===== src/rtl/fcs_pkg.sv =====
// constants and types of the floppy command sequencer
package fcs_pkg;
    localparam logic [4:0] OP_WRITE = 5'h05;
    localparam logic [4:0] OP_WRITE_DEL = 5'h09;
    localparam logic [4:0] OP_FORMAT = 5'h0D;
    localparam logic [7:0] OP_RECAL = 8'h07;
    localparam logic [7:0] OP_SENSE_INT = 8'h08;
    localparam logic [7:0] OP_SPECIFY = 8'h03;
    localparam logic [7:0] OP_SEEK = 8'h0F;
    localparam logic [7:0] OP_CONFIGURE = 8'h13;
    localparam logic [6:0] OP_REL_SEEK = 7'h4F;
    localparam logic [7:0] OP_DUMPREG = 8'h0E;
    localparam logic [7:0] ST0_INVALID = 8'h80;
    localparam logic [7:0] ST0_SEEK_END = 8'h20;
    localparam logic [3:0] RW_CMD_LEN = 4'h9;
    localparam logic [3:0] RW_RES_LEN = 4'h7;
    localparam logic [3:0] DUMP_LEN = 4'hA;
    localparam logic [3:0] SENSE_LEN = 4'h2;
    localparam int STEP_NS = 1000;
    localparam int CLK_NS = 10;
    localparam int STEP_CYC = STEP_NS / CLK_NS;
    // interrupt status bits
    localparam int IRQ_CMD_DONE = 0;
    localparam int IRQ_SEEK_DONE = 1;
    localparam int IRQ_INVALID = 2;
    // register addresses
    localparam logic [3:0] A_DATA = 4'h0;
    localparam logic [3:0] A_MAIN_STATUS = 4'h1;
    localparam logic [3:0] A_IRQ_STATUS = 4'h2;
    localparam logic [3:0] A_IRQ_MASK = 4'h3;
    localparam logic [3:0] A_CONFIG = 4'h4;
    typedef enum {
        FCS_IDLE, FCS_CMD, FCS_EXEC_WR, FCS_STEP, FCS_RESULT
    } fcs_state_t;
    typedef struct packed {
        logic [7:0] cyl;
        logic [7:0] head;
        logic [7:0] sector;
        logic [7:0] size;
    } fcs_id_t;
    typedef struct packed {
        logic step;
        logic dir;
        logic head_sel;
        logic [1:0] drive_sel;
        logic write_gate;
        logic [7:0] write_data;
        logic write_strobe;
    } fcs_drive_t;
endpackage


===== src/rtl/fcs_sequencer.sv =====
// command, execution and result phases of the floppy controller
//
// Notes on behaviour
// a write or write deleted data moves each host byte to the drive in order; on a protected disk the bytes are taken but no write strobe is given.
// the host writes opcode, drive byte, cyl, head, sector, size, eot, gap, data length.
// write commands end with st0, st1, st2, cyl, head, sector and size.
// recalibrate steps the drive to cylinder zero, then interrupts, no result.
// seek steps to the new cylinder, no result bytes.
// register dump gives ten bytes: four cylinders, specify, sectors, lock, config, precomp.
// the host moves bytes only while the status handshake shows the matching direction.
`timescale 1ns/1ps
module fcs_sequencer #(
    parameter int SECTOR_BYTES = 128
)(
    input wire logic sys_clk,
    input wire logic rst,
    input wire logic [3:0] reg_addr,
    input wire logic [7:0] reg_wdata,
    input wire logic reg_wr,
    input wire logic reg_rd,
    output logic [7:0] reg_rdata,
    output logic irq,
    input wire logic track0_pin,
    input wire logic write_protect_pin,
    output fcs_pkg::fcs_drive_t drive
);
    ////////////////////////////////////////////////////////////////////
    logic track0_s1, track0_s2, wp_s1, wp_s2;
    always_ff @(posedge sys_clk)
    begin
        track0_s1 <= track0_pin;
        track0_s2 <= track0_s1;
        wp_s1 <= write_protect_pin;
        wp_s2 <= wp_s1;
    end

    ////////////////////////////////////////////////////////////////////
    fcs_pkg::fcs_state_t state, next_state;
    logic [7:0] cmd [0:8];
    logic [7:0] next_cmd [0:8];
    logic [3:0] idx, next_idx, len, next_len;
    logic [7:0] res [0:9];
    logic [7:0] next_res [0:9];
    logic [7:0] cyl [0:3];
    logic [7:0] next_cyl [0:3];
    logic [7:0] target, next_target;
    logic [15:0] byte_cnt, next_byte_cnt;
    logic [15:0] step_cnt, next_step_cnt;
    logic [7:0] spec1, spec2, next_spec1, next_spec2;
    logic [7:0] cfg, precomp, next_cfg, next_precomp;
    logic [7:0] sense_st0, next_sense_st0;
    logic sense_pend, next_sense_pend;
    logic [2:0] irq_stat, next_irq_stat, irq_mask, next_irq_mask;
    logic [7:0] rdata_q, next_rdata;
    logic irq_q;
    fcs_pkg::fcs_drive_t drv_q, next_drv;
    logic host_to_dev, dev_to_host;
    logic [2:0] ev;
    assign host_to_dev = (state == fcs_pkg::FCS_IDLE) || (state == fcs_pkg::FCS_CMD)
        || (state == fcs_pkg::FCS_EXEC_WR);
    assign dev_to_host = (state == fcs_pkg::FCS_RESULT);

    function automatic logic is_rel_seek(input logic [7:0] op);
        return op[7] && op[5:0] == fcs_pkg::OP_REL_SEEK[5:0];
    endfunction
    function automatic logic is_format(input logic [7:0] op);
        return {op[7], op[5:0]} == {2'b00, fcs_pkg::OP_FORMAT};
    endfunction
    // number of bytes a command takes, given its opcode
    function automatic logic [3:0] cmd_len(input logic [7:0] op);
        if (op[4:0] == fcs_pkg::OP_WRITE || op[4:0] == fcs_pkg::OP_WRITE_DEL)
            return fcs_pkg::RW_CMD_LEN;
        else if (op == fcs_pkg::OP_RECAL)
            return 4'h2;
        else if (op == fcs_pkg::OP_SPECIFY || op == fcs_pkg::OP_SEEK || is_rel_seek(op))
            return 4'h3;
        else if (op == fcs_pkg::OP_CONFIGURE)
            return 4'h4;
        else if (is_format(op))
            return 4'h6;
        else
            return 4'h1;
    endfunction

    always_comb
    begin
        logic wr_data, rd_data;
        logic [7:0] op;
        logic [1:0] ds;
        wr_data = reg_wr && reg_addr == fcs_pkg::A_DATA && host_to_dev;
        rd_data = reg_rd && reg_addr == fcs_pkg::A_DATA && dev_to_host;
        op = cmd[0];
        ds = cmd[1][1:0];
        next_state = state;
        next_cmd = cmd;
        next_idx = idx;
        next_len = len;
        next_res = res;
        next_cyl = cyl;
        next_target = target;
        next_byte_cnt = byte_cnt;
        next_step_cnt = step_cnt;
        next_spec1 = spec1;
        next_spec2 = spec2;
        next_cfg = cfg;
        next_precomp = precomp;
        next_sense_st0 = sense_st0;
        next_sense_pend = sense_pend;
        next_drv = drv_q;
        next_drv.step = 1'b0;
        next_drv.write_strobe = 1'b0;
        ev = 3'h0;
        case (state)
            fcs_pkg::FCS_IDLE:
            begin
                if (wr_data)
                begin
                    next_cmd[0] = reg_wdata;
                    next_len = cmd_len(reg_wdata);
                    next_idx = 4'h1;
                    next_state = fcs_pkg::FCS_CMD;
                end
            end
            fcs_pkg::FCS_CMD:
            begin
                if (idx == len)
                begin
                    next_idx = 4'h0;
                    next_drv.drive_sel = ds;
                    next_drv.head_sel = cmd[1][2];
                    if (op[4:0] == fcs_pkg::OP_WRITE || op[4:0] == fcs_pkg::OP_WRITE_DEL)
                    begin
                        next_byte_cnt = 16'(SECTOR_BYTES);
                        next_drv.write_gate = !wp_s2;
                        next_state = fcs_pkg::FCS_EXEC_WR;
                    end
                    else if (op == fcs_pkg::OP_RECAL)
                    begin
                        next_target = 8'h00;
                        next_state = fcs_pkg::FCS_STEP;
                    end
                    else if (op == fcs_pkg::OP_SEEK)
                    begin
                        next_target = cmd[2];
                        next_state = fcs_pkg::FCS_STEP;
                    end
                    else if (is_rel_seek(op))
                    begin
                        next_target = op[6] ? cyl[ds] + cmd[2] : cyl[ds] - cmd[2];
                        next_state = fcs_pkg::FCS_STEP;
                    end
                    else if (op == fcs_pkg::OP_SPECIFY)
                    begin
                        next_spec1 = cmd[1];
                        next_spec2 = cmd[2];
                        next_state = fcs_pkg::FCS_IDLE;
                    end
                    else if (op == fcs_pkg::OP_CONFIGURE)
                    begin
                        next_cfg = cmd[2];
                        next_precomp = cmd[3];
                        next_state = fcs_pkg::FCS_IDLE;
                    end
                    else if (op == fcs_pkg::OP_SENSE_INT)
                    begin
                        next_res[0] = sense_pend ? sense_st0 : fcs_pkg::ST0_INVALID;
                        next_res[1] = cyl[sense_st0[1:0]];
                        next_sense_pend = 1'b0;
                        next_len = sense_pend ? fcs_pkg::SENSE_LEN : 4'h1;
                        next_state = fcs_pkg::FCS_RESULT;
                    end
                    else if (op == fcs_pkg::OP_DUMPREG)
                    begin
                        for (int i = 0; i < 4; i++)
                            next_res[i] = cyl[i];
                        next_res[4] = spec1;
                        next_res[5] = spec2;
                        next_res[6] = cmd[6];
                        next_res[7] = 8'h00;
                        next_res[8] = cfg;
                        next_res[9] = precomp;
                        next_len = fcs_pkg::DUMP_LEN;
                        next_state = fcs_pkg::FCS_RESULT;
                    end
                    else if (is_format(op))
                        next_state = fcs_pkg::FCS_IDLE;
                    else
                    begin
                        next_res[0] = fcs_pkg::ST0_INVALID;
                        next_len = 4'h1;
                        ev[fcs_pkg::IRQ_INVALID] = 1'b1;
                        next_state = fcs_pkg::FCS_RESULT;
                    end
                end
                else if (wr_data)
                begin
                    next_cmd[idx] = reg_wdata;
                    next_idx = idx + 4'h1;
                end
            end
            fcs_pkg::FCS_EXEC_WR:
            begin
                if (byte_cnt == 16'h0000)
                begin
                    next_drv.write_gate = 1'b0;
                    next_res[0] = {5'h00, cmd[1][2], ds};
                    next_res[1] = {6'h00, wp_s2, 1'b0};
                    next_res[2] = 8'h00;
                    for (int i = 0; i < 4; i++)
                        next_res[3 + i] = cmd[2 + i];
                    next_len = fcs_pkg::RW_RES_LEN;
                    ev[fcs_pkg::IRQ_CMD_DONE] = 1'b1;
                    next_state = fcs_pkg::FCS_RESULT;
                end
                else if (wr_data)
                begin
                    next_drv.write_data = reg_wdata;
                    next_drv.write_strobe = drv_q.write_gate;
                    next_byte_cnt = byte_cnt - 16'h0001;
                end
            end
            fcs_pkg::FCS_STEP:
            begin
                if (step_cnt != 16'h0000)
                    next_step_cnt = step_cnt - 16'h0001;
                else if ((op == fcs_pkg::OP_RECAL && track0_s2) || cyl[ds] == target)
                begin
                    next_cyl[ds] = target;
                    next_sense_st0 = {fcs_pkg::ST0_SEEK_END[7:3], cmd[1][2], ds};
                    next_sense_pend = 1'b1;
                    ev[fcs_pkg::IRQ_SEEK_DONE] = 1'b1;
                    next_state = fcs_pkg::FCS_IDLE;
                end
                else
                begin
                    next_drv.dir = target > cyl[ds];
                    next_drv.step = 1'b1;
                    next_cyl[ds] = target > cyl[ds] ? cyl[ds] + 8'h01 : cyl[ds] - 8'h01;
                    next_step_cnt = 16'(fcs_pkg::STEP_CYC);
                end
            end
            fcs_pkg::FCS_RESULT:
            begin
                if (rd_data)
                begin
                    if (idx + 4'h1 == len)
                    begin
                        next_idx = 4'h0;
                        next_state = fcs_pkg::FCS_IDLE;
                    end
                    else
                        next_idx = idx + 4'h1;
                end
            end
            default: next_state = fcs_pkg::FCS_IDLE;
        endcase
    end

    ////////////////////////////////////////////////////////////////////
    always_comb
    begin
        next_irq_stat = irq_stat;
        next_irq_mask = irq_mask;
        if (reg_wr && reg_addr == fcs_pkg::A_IRQ_STATUS)
            next_irq_stat = irq_stat & ~reg_wdata[2:0];
        if (reg_wr && reg_addr == fcs_pkg::A_IRQ_MASK)
            next_irq_mask = reg_wdata[2:0];
        next_irq_stat = next_irq_stat | ev;
        next_rdata = 8'h00;
        if (reg_rd)
            case (reg_addr)
                fcs_pkg::A_DATA: next_rdata = dev_to_host ? res[idx] : 8'h00;
                fcs_pkg::A_MAIN_STATUS:
                    next_rdata = {host_to_dev | dev_to_host, dev_to_host,
                        state == fcs_pkg::FCS_EXEC_WR, state != fcs_pkg::FCS_IDLE, 4'h0};
                fcs_pkg::A_IRQ_STATUS: next_rdata = {5'h00, irq_stat};
                fcs_pkg::A_IRQ_MASK: next_rdata = {5'h00, irq_mask};
                fcs_pkg::A_CONFIG: next_rdata = cfg;
                default: next_rdata = 8'h00;
            endcase
    end

    ////////////////////////////////////////////////////////////////////
    always_ff @(posedge sys_clk)
    begin
        if (rst)
        begin
            state <= fcs_pkg::FCS_IDLE;
            idx <= 4'h0;
            len <= 4'h0;
            for (int i = 0; i < 9; i++)
                cmd[i] <= 8'h00;
            for (int i = 0; i < 10; i++)
                res[i] <= 8'h00;
            for (int i = 0; i < 4; i++)
                cyl[i] <= 8'h00;
            target <= 8'h00;
            byte_cnt <= 16'h0000;
            step_cnt <= 16'h0000;
            spec1 <= 8'h00;
            spec2 <= 8'h00;
            cfg <= 8'h00;
            precomp <= 8'h00;
            sense_st0 <= 8'h00;
            sense_pend <= 1'b0;
            irq_stat <= 3'h0;
            irq_mask <= 3'h0;
            rdata_q <= 8'h00;
            irq_q <= 1'b0;
            drv_q <= '0;
        end
        else
        begin
            state <= next_state;
            idx <= next_idx;
            len <= next_len;
            cmd <= next_cmd;
            res <= next_res;
            cyl <= next_cyl;
            target <= next_target;
            byte_cnt <= next_byte_cnt;
            step_cnt <= next_step_cnt;
            spec1 <= next_spec1;
            spec2 <= next_spec2;
            cfg <= next_cfg;
            precomp <= next_precomp;
            sense_st0 <= next_sense_st0;
            sense_pend <= next_sense_pend;
            irq_stat <= next_irq_stat;
            irq_mask <= next_irq_mask;
            rdata_q <= next_rdata;
            irq_q <= |(next_irq_stat & next_irq_mask);
            drv_q <= next_drv;
        end
    end

    assign reg_rdata = rdata_q;
    assign irq = irq_q;
    assign drive = drv_q;
endmodule // fcs_sequencer


===== config.mk =====
export PLATFORM = sky130hd
export DESIGN_NAME = fcs_sequencer
export DESIGN_NICKNAME = d
export VERILOG_FILES = /design/src/rtl/fcs_pkg.sv /design/src/rtl/fcs_sequencer.sv
export SDC_FILE = /design/constraint.sdc
export NUM_CORES = 1
export LEC_CHECK = 0
export ABC_AREA = 1
export BUFFER_PORTS_ARGS = -buffer_cell sky130_fd_sc_hd__buf_2
export CAP_MARGIN = 20
export CORE_UTILIZATION = 40
export DETAILED_ROUTE_END_ITERATION = 8
export SLEW_MARGIN = 30
export SYNTH_ARGS = -nofsm -noshare
export SYNTH_HDL_FRONTEND = slang
export SYNTH_SLANG_ARGS = --single-unit
export TNS_END_PERCENT = 100

===== constraint.sdc =====
create_clock -name sys_clk -period 4.3 [get_ports sys_clk]
set_input_delay 0.215 -clock sys_clk [delete_from_list [all_inputs] [get_ports sys_clk]]
set_output_delay 0.215 -clock sys_clk [all_outputs]
set_load 0.005 [all_outputs]

Yosys cells after proc, flatten, opt, wreduce, memory -nomap -nowiden
Index checks and enable logic that the tools add are counted.

storage, ports and cells
  latch bits = 0
  input port bits = 18
  bits in registers = 327
  memories kept = 0
  bits in read-only memories = 0
  RAM bits = 0
  output and inout port bits = 24
  word-level logic and storage cells = 324

cells by class
  multiplexer cells = 126
  eq/ne operators = 57
  $lt $le $gt $ge = 6
  $add $sub $neg = 7
  reduce and logical (&&, ||, !) cells = 56
  divide/modulo/power cells = 0
  shift-type cells = 0
  bitwise logic cells = 23
  multiply operators = 0

operator list
  cell                   number
  $mux W80               7
  $mux W32               16
  $mux W72               3
  $pmux W32 S5           1
  $mux W8                18
  $mux W16               7
  $pmux W56 S2           1
  $eq A32 B2 Y1 const B  3
  $bwmux W72             1
  $mux W4                18
  $bwmux W32             2
  $eq A32 B3 Y1 const B  2
  $logic_not A32 Y1      2
  $mux W64               1
  $mux W56               1
  $ne A2 B2 Y1 const B   22
  $pmux W8 S5            1
  $reduce_and A11 Y1     3
  $bmux W8 S2            2
  $bmux W8 S4            1
  $demux W8 S4           1
  $eq A32 B1 Y1 const B  1
  $eq A32 B4 Y1 const B  1
  $eq A8 B4 Y1 const B   4
  59 further kinds       156

Logic depth before layout (Yosys ltp)
  word-level depth = 15
  gate-level depth with buffers = 26
  gate-level depth less buffers = 26

Least setup slack after synthesis
OpenSTA, ideal clock, no wires.

  path kind = register to register
  start = reg cmd[57] (netlist name)
  end = reg cyl[14] (netlist name)
  required time = 4.169 ns
  library setup time = 0.131 ns
  buffers on the path = 1
  stages on the path, launching flop included = 24
  period minus slack after synthesis = 3.463 ns
  arrival time = 3.332 ns
  path slack = 0.837 ns
  cells stage by stage = dfxtp_1 > clkbuf_1 > inv_1 > nor2_1 > inv_1 > o21a_1 > ha_1 > nand2_1 > nand2_1 > nand2_1 > nand2_1 > nand2_1 > nand2_1 > nand2_1 > inv_1 > fa_1 > o21ai_0 > nand2_1 > nand2_1 > nand2_1 > nand2_1 > nor2_1 > o22ai_1 > a21oi_1

on the way
  cells in the longest elaborated chain, start to end = 8
  elaborated cells between the ends (all ways) = 18
  those cells by class = add/sub (2); order compare (3); eq/ne (1); mux (9); bitwise (1); reduce/logical (2)

RTL lines
  element                                     RTL line                                                          text
  start: declaration                          fcs_sequencer.sv:39                                               logic [7:0] cmd [0:8];
  start signal: assignment                    fcs_sequencer.sv:317                                              cmd <= next_cmd;
  $not A2 Y3 (*)                              fcs_sequencer.sv:226, fcs_sequencer.sv:228, fcs_sequencer.sv:238
  $bmux W8 S2                                 fcs_sequencer.sv:226, fcs_sequencer.sv:238
  $mux W8 (implied by the code) (2 in a row)  fcs_sequencer.sv:226, fcs_sequencer.sv:238
  $sub A8 B1 Y8 (tied with other cells)       fcs_sequencer.sv:238                                              next_cyl[ds] = target > cyl[ds] ? cyl[ds] + 8'h01 : cyl[ds] - 8'h01;
  $mux W8                                     fcs_sequencer.sv:238
  $bwmux W32                                  fcs_sequencer.sv:238
  $mux W32 (*)                                fcs_sequencer.sv:226                                              else if ((op == fcs_pkg::OP_RECAL && track0_s2) || cyl[ds] == target)
  end signal: assignment                      fcs_sequencer.sv:319                                              cyl <= next_cyl;
  end: declaration                            fcs_sequencer.sv:44                                               logic [7:0] cyl [0:3];

Every way passes the cells marked *; elsewhere a longest branch is shown, timed or not. The select of a mux whose other input is x is not followed.
A chain may end at the register's enable or synchronous reset.

Worst setup path after layout
  start = reg cmd[57] (netlist name)
  end = reg cyl[30] (netlist name)

Same word-level chain as after synthesis.

==> results_dict.tcl <==
set metrics [dict create \
    reg2reg_slack_ps 480 \
    final_area_um2 15580 \
    min_to "cmd[70]" \
    period_share_pct 88.86 \
    routedWlPerCell_um 17.93 \
    num_vias 13760 \
    dieHeight_um 190.2 \
    final.setup.tns_ps 0 \
    syn-num-nets 2101 \
    ios 42 \
    drive_gt1_share_pct 7.205 \
    syn_avg_cell_area_um2 6.904 \
    ir_drop_mv 0.3729 \
    combPwrFrac_pct 28.5 \
    hold_path_depth 3 \
    antenna_found_initial 0 \
    seq_area_frac_synth_pct 39.83 \
    nFillCells 3654 \
    grt-ovfl-total 0 \
    clock_power_share_pct 33.0 \
    htreeDepth 1 \
    synth-edff-count 0 \
    max_cap_viol_count 0 \
    die-area_um2 36190 \
    synth_top_family_by_area "compound AO/OA/AOI/OAI gates" \
    holdWs_ps 23.57 \
    grt_pass1_vias 12430 \
    yosysWarningCount 0 \
    synth_xor_area_share_pct 1.606 \
    synth_fa_ha_area_share_pct 2.754 \
    tightest_slew_ps 911.2 \
    dpl_cell_area_um2 14620 \
    yosys.area_share.simple_pct 21.77 \
    first_pass_iters 5 \
    hpwlAfterDp_um 31890 \
    fmax_mhz 261.7 \
    die_x_um 190.2 \
    synth_mux_area_share_pct 0.07062 \
    path_max_fanout 9 \
    finalCriticalPeriod_ps 3821 \
    p_int_uw 4760 \
    slew_headroom_pct 38.78 \
    via_per_inst 5.484 \
    power_frac_seq_pct 38.6 \
    synth_compound_area_share_pct 24.29 \
    yosysUniqueCellTypes 48 \
    cts-root-buf "clkbuf_16" \
    ys_ff_latch 282 \
    cts_sinks 282 \
    drc 0 \
    insertion_delay_ps 590 \
    antenna_left 0 \
    setup.worst_path.start "cmd[57]" \
    syn-cell-area_um2 14170 \
    cp.required_ps 4750 \
    r2r-end "cyl[30]" \
    fin_nets 2087 \
    finalClockSkew_ps 13.10 \
    p_switching_uw 2735 \
    layout_common_cells "nand2_1 (335), dfxtp_1 (281), a21oi_1 (265)" \
    portBuffers 41 \
    rsz0062_at_grt "false" \
    worstPathArrival_ps 4270 \
    hold_path_class "in -> reg" \
    setup-violations-final 0 \
    wl_um 44970 \
    drt_first_iter_violations 1188 \
    gp_congestion 0.9011 \
    cts_tree "yes" \
    synth_flop_cell "dfxtp_1" \
    track_usage_pct 24.66 \
    synth.area.top_cells "dfxtp_1 (40%), a21oi_1 (9.4%), nand2_1 (8.9%), o21ai_0 (8.2%), inv_1 (6.2%)" \
    rows 68 \
    outcome "finished clean" \
    leakagePower_uw 0.006217 \
    power_density_nw_per_um2 481.0 \
    p_sw_share_pct 36.49 \
    hp-start "reg_wdata[6]" \
    crit_type "reg -> reg" \
    synth_top_area_share_pct 39.83 \
    clock_path_buffers 3 \
    core_um2 34710 \
    cts_buffers 31 \
    r2r_cells 20 \
    cp-start-kind "flop" \
    grt_max_degree 98 \
    path_clk_slew_ps 60 \
    syn_inst 2053 \
    yosysTopAreaCell "dfxtp_1" \
    final-hold-violation-count 0 \
    reg2reg_from "cmd[57]" \
    diodes 0 \
    grt_pass1_wl_um 70180 \
    areaGrowthSynthToFinish_pct 9.921 \
    slew_viol_final 0 \
    final_common_cell "nand2_1" \
    initial_core_util_pct 40.83 \
    cp-end-kind "flop" \
    async_reset_ff_share_pct 0 \
]
==> worst max path at each step <==
stage / end / slack [ps] / cells after the start
3_3_place_gp: cyl[30] / 350 / 24
6_report: cyl[30] / 480 / 20
3_5_place_dp: cyl[6] / 260 / 24
2_1_floorplan: cyl[14] / 840 / 23
5_1_grt: cyl[6] / 50 / 20
4_1_cts: cyl[30] / 260 / 24
==> cell usage after synthesis, drive strengths merged (5+ instances only) <==
cell	count
nand2	344
a211oi	20
o21ai	266
xnor2	13
a21oi	266
nand4	17
inv	246
o21a	5
nor2	219
nor3	35
dfxtp	282
clkbuf	73
xor2	13
o211ai	14
o22ai	6
nand3	102
a221oi	6
buf	30
a22oi	12
ha	28
a31oi	32
==> per-layer routing <==
metal	routed length, um	global-route usage [%]	vias to the layer above
met5	0	0	-
met4	1355	6.892	0
met3	2543	2.871	88
met2	20350	40.05	416
met1	20720	34.36	6430
li1	-	-	6825
==> timing repair <==
item	in CTS	in global routing
setup buffers	0	0
setup endpoints to repair	0	12
hold buffers	3	0
resized for setup	0	4
hold endpoints to repair	4	0
==> per-stage QoR <==
| step | utilization [%] | setup WS (ps) | std cells | power [uW] |
|---|---|---|---|---|
| after global placement | 42.12 | 354.9 | 2458 | 5015 |
| after global routing | 44.89 | 53.26 | 2509 | 7914 |
| final | 44.89 | 478.9 | 2509 | 7495 |
| after floorplan | - | 837.0 | 2053 | 4482 |
| after detailed placement | 42.13 | 263.4 | 2458 | 5042 |
| after CTS | 44.86 | 255.4 | 2509 | 7522 |
==> sequential cells by signal (all words and copies together), names as in the netlist, 8 cells and up <==
register / flops
byte_cnt: 16
cfg: 8
cmd: 56
cyl: 32
drive: 15
precomp: 8
reg_rdata: 8
res: 72
spec1: 8
spec2: 8
step_cnt: 16
target: 8
==> power by group through the flow <==
stage | registers (uW) | logic, uW | clock network [uW]
after floorplan | 2880 | 1600 | 0
after global placement | 2940 | 2080 | 0
after detailed placement | 2940 | 2100 | 0
after CTS | 2880 | 2120 | 2520
after global routing | 2900 | 2380 | 2630
final | 2890 | 2130 | 2470
==> final cells by class <==
class                   count  area (um2)  area share (%)
multi-input cells        1419        7169           46.01
flip-flops and latches    282        5647           36.24
inverters                 249       937.1           6.015
clock buffers              45       888.4           5.701
well taps                 455       569.3           3.654
repair buffers             56       340.3           2.184
clock inverters             3       30.03          0.1927
==> worst max-delay path: stages (launching register included) <==
cell,delay (ps)
dfxtp_1,500
inv_1,160
nor2_2,240
nand2_1,110
nand3_1,170
inv_1,90
ha_1,300
nand2_1,70
nor2_1,140
nand4_1,160
nand2_2,220
inv_1,90
fa_1,450
o21ai_0,280
nand2_1,90
nand2_1,70
nand2_1,40
nand2_1,70
nor2_1,40
o22ai_1,270
a21oi_1,110
==> cells by family after synthesis <==
family | Yosys count
AOI/OAI and AO/OA | 635
xor gates and xnor gates | 26
adders and majority gates | 30
buffers and inverters | 352
DFF | 282
muxes | 1
and+or+nand+nor | 727
Power figures use the tool's default switching activity.
